--- config.mk ---
export PLATFORM = sky130hd
export DESIGN_NAME = lec_link_tuning
export DESIGN_NICKNAME = d
export VERILOG_FILES = /design/src/common/lec_pkg.sv /design/src/common/lec_gate_if.sv /design/src/hw/lec_link_tuning.sv /design/src/hw/lec_tx_gate.sv
export SDC_FILE = /design/constraint.sdc
export NUM_CORES = 1
export LEC_CHECK = 0
export ABC_CLOCK_PERIOD_IN_PS = 2000
export BUFFER_PORTS_ARGS = -buffer_cell sky130_fd_sc_hd__buf_2
export CORE_MARGIN = 1.5
export CORE_UTILIZATION = 32
export DETAILED_ROUTE_END_ITERATION = 12
export PLACE_DENSITY = 0.83
export SYNTH_ARGS = -nofsm -noshare
export SYNTH_HDL_FRONTEND = slang
export SYNTH_SLANG_ARGS = --single-unit
--- constraint.sdc ---
create_clock -name pclk -period 2 [get_ports pclk]
set_clock_uncertainty 0.15 [all_clocks]
set_input_delay 0.4 -clock pclk [delete_from_list [all_inputs] [get_ports pclk]]
set_output_delay 0.4 -clock pclk [all_outputs]
set_load 0.02 [all_outputs]
--- src/common/lec_pkg.sv ---
// constants for the link tuning control register block
// assumes an apb slave on pclk with 8-bit byte addressing of the window
package lec_pkg;

  // --------------------------------------------------------------
  // register map
  // --------------------------------------------------------------
  localparam int          LEC_AW        = 8;
  localparam logic [7:0]  LEC_CTRL_OFF  = 8'hf4;
  localparam logic [7:0]  LEC_STAT_OFF  = 8'hf0;
  localparam logic [31:0] LEC_CTRL_RST  = 32'h0000_1000;

  // --------------------------------------------------------------
  // control field positions
  // --------------------------------------------------------------
  localparam int LEC_B_PIPE_DIS = 15;
  localparam int LEC_B_THR_HI   = 13;
  localparam int LEC_B_THR_LO   = 12;
  localparam int LEC_B_MPEG     = 10;
  localparam int LEC_B_DV       = 8;
  localparam int LEC_B_PRIO     = 7;
  localparam int LEC_B_PHYPROG  = 6;
  localparam int LEC_B_ACCEL    = 1;

  // --------------------------------------------------------------
  // status field positions
  // --------------------------------------------------------------
  localparam int LEC_S_THR_LO   = 0;
  localparam int LEC_S_THR_HI   = 1;
  localparam int LEC_S_SFWD     = 2;
  localparam int LEC_S_RETRY    = 3;
  localparam int LEC_S_PERMIT   = 4;

  // --------------------------------------------------------------
  // threshold codes and byte counts
  // --------------------------------------------------------------
  localparam logic [1:0] LEC_THR_2K   = 2'h0;
  localparam logic [1:0] LEC_THR_1K7  = 2'h1;
  localparam logic [1:0] LEC_THR_1K   = 2'h2;
  localparam logic [1:0] LEC_THR_512  = 2'h3;
  localparam int         LEC_FB_W     = 12;
  localparam logic [11:0] LEC_BYTES_1K7 = 12'h6cc;
  localparam logic [11:0] LEC_BYTES_1K  = 12'h400;
  localparam logic [11:0] LEC_BYTES_512 = 12'h200;

  // --------------------------------------------------------------
  // cip stream format codes
  // --------------------------------------------------------------
  localparam logic [5:0] LEC_FMT_MPEG = 6'h20;
  localparam logic [5:0] LEC_FMT_DV   = 6'h00;

endpackage

--- src/common/lec_gate_if.sv ---
// carrier between the register block and the transmit gate
// assumes both ends run on the same pclk
`timescale 1ns/1ps
interface lec_gate_if;
  logic [1:0]  thresh_sel;
  logic        retries_zero;
  logic [11:0] fifo_bytes;
  logic        eop_in_fifo;
  logic        underrun;
  logic        pkt_done;
  logic        send_permit;
  logic        store_fwd;
  logic        retry_mode;

  modport ctrl (
    output thresh_sel, retries_zero, fifo_bytes, eop_in_fifo,
    output underrun, pkt_done,
    input  send_permit, store_fwd, retry_mode
  );
  modport gate (
    input  thresh_sel, retries_zero, fifo_bytes, eop_in_fifo,
    input  underrun, pkt_done,
    output send_permit, store_fwd, retry_mode
  );
endinterface

--- src/hw/lec_link_tuning.sv ---
// link tuning control register with its apb slave and output controls
// assumes an apb master on pclk and link-side inputs on the same clock
//
// What this block does
// 2k threshold: send an async packet only once its end is in fifo.
// zero async retry count forces store-and-forward for any threshold.
// mpeg stamp enable (bit 10) stamps cip streams with format 20h.
// dv stamp enable (bit 8) stamps cip streams with format 00h.
// priority enable (bit 7) makes the link use priority arbitration.
// acceleration enable (bit 1) tells the phy acceleration is supported.
// bit 6 has no function even when loaded from the config memory.
// bits 11, 9, 5-2 and 0 always read zero.
// threshold field 13-12: 2k, 1.7k (default), 1k, 512 bytes.
// after an underrun the retry uses 2k store-and-forward.
// pipeline disable (bit 15) stops out-of-order async pipelining.
// reset value 0000_1000h; bits 31-16 read zero.
// writes to reserved positions have no effect.
`timescale 1ns/1ps
module lec_link_tuning (
  // clock and reset
  input  wire logic                  pclk,
  input  wire logic                  presetn,
  // apb slave
  input  wire logic                  psel,
  input  wire logic                  penable,
  input  wire logic                  pwrite,
  input  wire logic [lec_pkg::LEC_AW-1:0] paddr,
  input  wire logic [31:0]           pwdata,
  output logic                       pready,
  output logic [31:0]                prdata,
  output logic                       pslverr,
  // serial configuration memory load
  input  wire logic                  cfg_load,
  input  wire logic [15:0]           cfg_enh,
  // async transmit fifo side
  input  wire logic                  at_retries_zero,
  input  wire logic [lec_pkg::LEC_FB_W-1:0] at_fifo_bytes,
  input  wire logic                  at_eop_in_fifo,
  input  wire logic                  at_underrun,
  input  wire logic                  at_pkt_done,
  output logic                       at_send_permit,
  output logic                       at_store_fwd,
  output logic                       async_pipeline_disable,
  // isochronous transmit stream
  input  wire logic                  iso_hdr_valid,
  input  wire logic [5:0]            iso_fmt,
  output logic                       stamp_apply,
  // arbitration and phy notice
  output logic                       prio_arb_enable,
  output logic                       phy_accel_notify
);
  import lec_pkg::*;

  // --------------------------------------------------------------
  // state
  // --------------------------------------------------------------
  typedef struct packed {
    logic        pipe_dis;
    logic [1:0]  thresh;
    logic        mpeg;
    logic        dv;
    logic        prio;
    logic        accel;
    logic        pready;
    logic        pslverr;
    logic [31:0] prdata;
    logic        stamp;
  } lec_top_s;

  lec_top_s st_r;
  lec_top_s st_nxt;

  lec_gate_if gif ();

  logic        setup_ph;
  logic        acc_wr;
  logic        hit_ctrl;
  logic        hit_stat;
  logic [31:0] ctrl_img;
  logic [31:0] stat_img;

  // reset value taken apart once, so only the package holds it
  localparam lec_top_s LEC_RST_S = '{
    pipe_dis: LEC_CTRL_RST[LEC_B_PIPE_DIS],
    thresh:   LEC_CTRL_RST[LEC_B_THR_HI:LEC_B_THR_LO],
    mpeg:     LEC_CTRL_RST[LEC_B_MPEG],
    dv:       LEC_CTRL_RST[LEC_B_DV],
    prio:     LEC_CTRL_RST[LEC_B_PRIO],
    accel:    LEC_CTRL_RST[LEC_B_ACCEL],
    pready:   1'b0,
    pslverr:  1'b0,
    prdata:   32'h0000_0000,
    stamp:    1'b0
  };

  // --------------------------------------------------------------
  // transmit gate
  // --------------------------------------------------------------
  assign gif.thresh_sel   = st_r.thresh;
  assign gif.retries_zero = at_retries_zero;
  assign gif.fifo_bytes   = at_fifo_bytes;
  assign gif.eop_in_fifo  = at_eop_in_fifo;
  assign gif.underrun     = at_underrun;
  assign gif.pkt_done     = at_pkt_done;

  lec_tx_gate u_gate (
    .pclk    (pclk),
    .presetn (presetn),
    .g       (gif.gate)
  );

  // --------------------------------------------------------------
  // read images
  // --------------------------------------------------------------
  always_comb begin
    // only named fields land; every other bit stays zero
    ctrl_img                              = 32'h0000_0000;
    ctrl_img[LEC_B_PIPE_DIS]              = st_r.pipe_dis;
    ctrl_img[LEC_B_THR_HI:LEC_B_THR_LO]   = st_r.thresh;
    ctrl_img[LEC_B_MPEG]                  = st_r.mpeg;
    ctrl_img[LEC_B_DV]                    = st_r.dv;
    ctrl_img[LEC_B_PRIO]                  = st_r.prio;
    ctrl_img[LEC_B_ACCEL]                 = st_r.accel;
    stat_img                              = 32'h0000_0000;
    stat_img[LEC_S_THR_HI:LEC_S_THR_LO]   = st_r.thresh;
    stat_img[LEC_S_SFWD]                  = gif.store_fwd;
    stat_img[LEC_S_RETRY]                 = gif.retry_mode;
    stat_img[LEC_S_PERMIT]                = gif.send_permit;
  end

  // --------------------------------------------------------------
  // next state
  // --------------------------------------------------------------
  always_comb begin
    st_nxt   = st_r;
    setup_ph = psel & ~penable;
    acc_wr   = psel & penable & st_r.pready & pwrite;
    hit_ctrl = (paddr == LEC_CTRL_OFF);
    hit_stat = (paddr == LEC_STAT_OFF);

    // one pready pulse per transfer, raised out of the setup cycle
    st_nxt.pready  = setup_ph;
    st_nxt.pslverr = setup_ph & ~hit_ctrl & ~(hit_stat & ~pwrite);
    st_nxt.prdata  = 32'h0000_0000;
    if (setup_ph && !pwrite) begin
      if (hit_ctrl) begin
        st_nxt.prdata = ctrl_img;
      end else if (hit_stat) begin
        st_nxt.prdata = stat_img;
      end
    end

    // config memory load first, so a bus write of the same cycle wins
    if (cfg_load) begin
      st_nxt.pipe_dis = cfg_enh[LEC_B_PIPE_DIS];
      st_nxt.thresh   = cfg_enh[LEC_B_THR_HI:LEC_B_THR_LO];
      st_nxt.mpeg     = cfg_enh[LEC_B_MPEG];
      st_nxt.dv       = cfg_enh[LEC_B_DV];
      st_nxt.prio     = cfg_enh[LEC_B_PRIO];
      st_nxt.accel    = cfg_enh[LEC_B_ACCEL];
      // bit 6 is dropped here: nothing stores it
    end

    // only writable fields take pwdata
    if (acc_wr && hit_ctrl) begin
      st_nxt.pipe_dis = pwdata[LEC_B_PIPE_DIS];
      st_nxt.thresh   = pwdata[LEC_B_THR_HI:LEC_B_THR_LO];
      st_nxt.mpeg     = pwdata[LEC_B_MPEG];
      st_nxt.dv       = pwdata[LEC_B_DV];
      st_nxt.prio     = pwdata[LEC_B_PRIO];
      st_nxt.accel    = pwdata[LEC_B_ACCEL];
    end

    // stamp decision per stream header
    st_nxt.stamp = iso_hdr_valid &
                   ((st_r.mpeg & (iso_fmt == LEC_FMT_MPEG)) |
                    (st_r.dv   & (iso_fmt == LEC_FMT_DV)));
  end

  // --------------------------------------------------------------
  // registers
  // --------------------------------------------------------------
  always_ff @(posedge pclk or negedge presetn) begin
    if (!presetn) begin
      st_r <= LEC_RST_S;
    end else begin
      st_r <= st_nxt;
    end
  end

  // --------------------------------------------------------------
  // outputs, each straight from a flip-flop
  // --------------------------------------------------------------
  assign pready                 = st_r.pready;
  assign prdata                 = st_r.prdata;
  assign pslverr                = st_r.pslverr;
  assign at_send_permit         = gif.send_permit;
  assign at_store_fwd           = gif.store_fwd;
  assign async_pipeline_disable = st_r.pipe_dis;
  assign stamp_apply            = st_r.stamp;
  assign prio_arb_enable        = st_r.prio;
  assign phy_accel_notify       = st_r.accel;

endmodule

--- src/hw/lec_tx_gate.sv ---
// asynchronous transmit start gate: threshold versus store-and-forward
// assumes fifo status and packet events come from logic on pclk
`timescale 1ns/1ps
module lec_tx_gate (
  // clock and reset
  input wire logic pclk,
  input wire logic presetn,
  // towards the register block
  lec_gate_if.gate g
);
  import lec_pkg::*;

  typedef struct packed {
    logic retry;
    logic sfwd;
    logic permit;
  } lec_gate_s;

  lec_gate_s st_r;
  lec_gate_s st_nxt;
  logic [11:0] thr_bytes;
  logic        sfwd_now;
  logic        retry_now;

  // ------------------------------------------------------------
  // next state
  // ------------------------------------------------------------
  always_comb begin
    st_nxt = st_r;
    case (g.thresh_sel)
      LEC_THR_1K7: thr_bytes = LEC_BYTES_1K7;
      LEC_THR_1K:  thr_bytes = LEC_BYTES_1K;
      LEC_THR_512: thr_bytes = LEC_BYTES_512;
      default:     thr_bytes = LEC_BYTES_1K7;
    endcase
    // underrun wins over the completion of the same cycle
    retry_now = g.underrun | (st_r.retry & ~g.pkt_done);
    // store-and-forward for 2k code, zero retries, or a retry pass
    sfwd_now = (g.thresh_sel == LEC_THR_2K)
             | g.retries_zero
             | retry_now;
    st_nxt.retry  = retry_now;
    st_nxt.sfwd   = sfwd_now;
    // a whole packet in the fifo always may go
    st_nxt.permit = g.eop_in_fifo
                  | (~sfwd_now & (g.fifo_bytes >= thr_bytes));
  end

  always_ff @(posedge pclk or negedge presetn) begin
    if (!presetn) begin
      st_r <= '0;
    end else begin
      st_r <= st_nxt;
    end
  end

  assign g.send_permit = st_r.permit;
  assign g.store_fwd   = st_r.sfwd;
  assign g.retry_mode  = st_r.retry;

endmodule

==> results.sh <==
export IMPL_multiInputGateArea_um2=551.8
export IMPL_rsz0062_at_grt="no"
export IMPL_cp_required_ps=1990
export IMPL_drcViolationCount=0
export IMPL_synth_top_area_share=0.4568
export IMPL_grt_use_total=0.1253
export IMPL_synth_distinct_cells=32
export IMPL_pwr_density_cell_mw_per_mm2=613.5
export IMPL_drive_above_1_share=0.4031
export IMPL_final_setup_viol_count=0
export IMPL_synth_fa_ha_area_frac=0.03972
export IMPL_synthTopCellsByArea="dfrtp_1 (46%), buf_4 (13%), mux2i_1 (6.4%)"
export IMPL_cts_post_setup_buffers_inserted=0
export IMPL_crit_family="compound AO/OA/AOI/OAI gates"
export IMPL_fin_area_mm2=0.001645
export IMPL_largest_register_ffs=11
export IMPL_wire_per_inst_um=10.53
export IMPL_fin_crit_sh=0.9331
export IMPL_die_y_um=65.75
export IMPL_regArea_um2=601.8
export IMPL_fin_util=0.4428
export IMPL_dp_slack_ps=128.3
export IMPL_grt_ovfl_total=0
export IMPL_cp_arrival_ps=1860
export IMPL_core_mm2=0.003716
export IMPL_wl_um=2516
export IMPL_die_area_mm2=0.004323
export IMPL_final_setup_worst_slack_ps=133.8
export IMPL_setup_tns_final_ps=0
export IMPL_row_count=22
export IMPL_maxCapViolations=0
export IMPL_min_path_type="input pin to flip-flop"
export IMPL_grt_max_degree=25
export IMPL_power_total_mw=1.009
export IMPL_antenna_cells=0
export IMPL_endpoint_kind="flip-flop"
export IMPL_drv_slew=0
export IMPL_ys_ff_latch=24
export IMPL_cts_sinks=24
export IMPL_start_util=0.3391
export IMPL_fillCellCount=376
export IMPL_synth_warnings=0
export IMPL_maxClockFrequency_mhz=535.9
export IMPL_layout_cells_non_filler=239
export IMPL_dpl_instance_area_mm2=0.001590
export IMPL_syn_area_mm2=0.001260
export IMPL_gp_congestion=0.6881
export IMPL_htreeDepth=1
export IMPL_peakVddDrop_v=0.0002241
export IMPL_clock_path_buffers=2
export IMPL_synth_edf_count=0
export IMPL_outcome="finished, final reports clean"
export IMPL_hpwl_um=2103
export IMPL_cp_start_kind="flip-flop"
export IMPL_yosys_area_top_type="dfrtp_1"
export IMPL_synthXorXnorAreaFrac=0
export IMPL_holdWs_ps=132.9
export IMPL_leakagePower_nw=0.9601
export IMPL_syn_inst=119
export IMPL_synth_compound_area_share=0.09533
export IMPL_finalCriticalPeriod_ps=1866
export IMPL_cts_tree="yes"
export IMPL_cts_resized=0
export IMPL_drt_iter0_markers=36
export IMPL_critPathMaxFanout=2
export IMPL_fin_nets=281
export IMPL_syn_avg_cell_area_um2=10.59
export IMPL_via_count=1027
export IMPL_crit_type="flip-flop to flip-flop"
export IMPL_antenna_left=0
export IMPL_insertion_delay_ps=260
export IMPL_ys_async_sr_fraction=1.000
export IMPL_ys_seq_area_frac=0.4777
export IMPL_grt_pass1_wl_um=4015
export IMPL_first_global_vias=968
export IMPL_yosys_most_used_dff="dfrtp_1"
export IMPL_cp_slowest_cell="dfstp_2"
export IMPL_clockRootBuffer="clkbuf_8"
export IMPL_final_hold_viol_count=0
export IMPL_clkTransAtPathRegs_ps=80
export IMPL_syn_to_final_growth_pct=30.59
export IMPL_cts_hold_buf=1
export IMPL_drt_pass1_iter_count=3
export IMPL_numCtsBuffers=3
export IMPL_cp_num_buf_inv=0
export IMPL_die_w_um=65.75
export IMPL_grt_antenna_before_repair=0
export IMPL_crit_chain="nor2b_1, ha_1, a21o_1, a211oi_1, o211a_1, a221oi_2"
export IMPL_drt_vias_per_instance=4.297
export IMPL_cpPeakStageDelay_ps=540
export IMPL_synthMuxAreaShare=0.06356
export IMPL_numPortBuffers=67
export IMPL_pin_count=125
export IMPL_dp_cells=234
export IMPL_synth_simple_area_share=0.1768
export IMPL_synth_top_family_by_area="simple AND/OR/NAND/NOR gates"
-- cells by family after synthesis --
logic type / after synthesis
AOI/OAI and AO/OA: 18
adders and majority gates: 4
buffers and inverters: 27
DFF: 24
muxes: 8
other: 1
and+or+nand+nor: 37
-- path summary, 6_finish.rpt --
kind                               startpoint                   end  slack, ps  depth (start not counted)
min in group asynchronous             presetn           ctrl_img[8]        510                          2
min                                iso_fmt[4]           stamp_apply        130                          2
min reg2reg                u_gate.g.store_fwd             prdata[2]        340                          1
max reg2reg                 gif.thresh_sel[0]  u_gate.g.send_permit        130                          6
max in group asynchronous             presetn     gif.thresh_sel[0]        830                          2
max                         gif.thresh_sel[0]  u_gate.g.send_permit        130                          6
-- cell type report --
class                      count  area share
sequential                    24      0.3658
multi-input combinational     88      0.3354
timing repair buffer          72      0.2281
tap                           48     0.03650
clock buffer                   4     0.02738
inverter                       3    0.006844
-- cells in the final DEF, fill, tap and decap left out --
cell type	n
a211oi_1	1
nor3_1	1
a221oi_2	1
buf_4	4
a31oi_1	1
conb_1	21
or4_1	1
o211a_1	1
o21ai_0	1
a21o_1	2
dfstp_2	1
nor2_1	12
and4_1	1
o21a_1	1
dlygate4sd3_1	1
or3_4	1
mux2i_1	8
nand2b_1	2
and4bb_1	1
a21oi_1	9
and2_1	12
clkbuf_8	3
a22o_1	1
and3_1	1
ha_1	4
dfrtp_1	23
nand4_1	1
inv_1	3
clkbuf_1	1
and3b_1	2
buf_2	67
nor2b_1	1
nor4b_1	1
-- per-layer routing --
metal	wire (um)	GRT usage	up-vias
met5	0	0	-
met2	1291	0.2323	59
li1	-	-	508
met3	224	0.02226	2
met4	19	0.07031	0
met1	981	0.1312	458
-- synthesized netlist by cell type (2+ instances only) --
| library cell | count |
|---|---|
| and2_1 | 12 |
| buf_4 | 21 |
| mux2i_1 | 8 |
| inv_1 | 3 |
| nand2b_1 | 2 |
| and3b_1 | 2 |
| a21oi_1 | 9 |
| a21o_1 | 2 |
| dfrtp_1 | 23 |
| ha_1 | 4 |
| nor2_1 | 12 |
-- power by group --
group / switching (mW) / leakage (nW) / internal, mW / total (mW)
sequential: 0.0126 / 0.306 / 0.508 / 0.520
clock: 0.139 / 0.0228 / 0.142 / 0.281
combinational: 0.119 / 0.631 / 0.0891 / 0.208
Note: power is estimated with default switching activity, not from simulation.
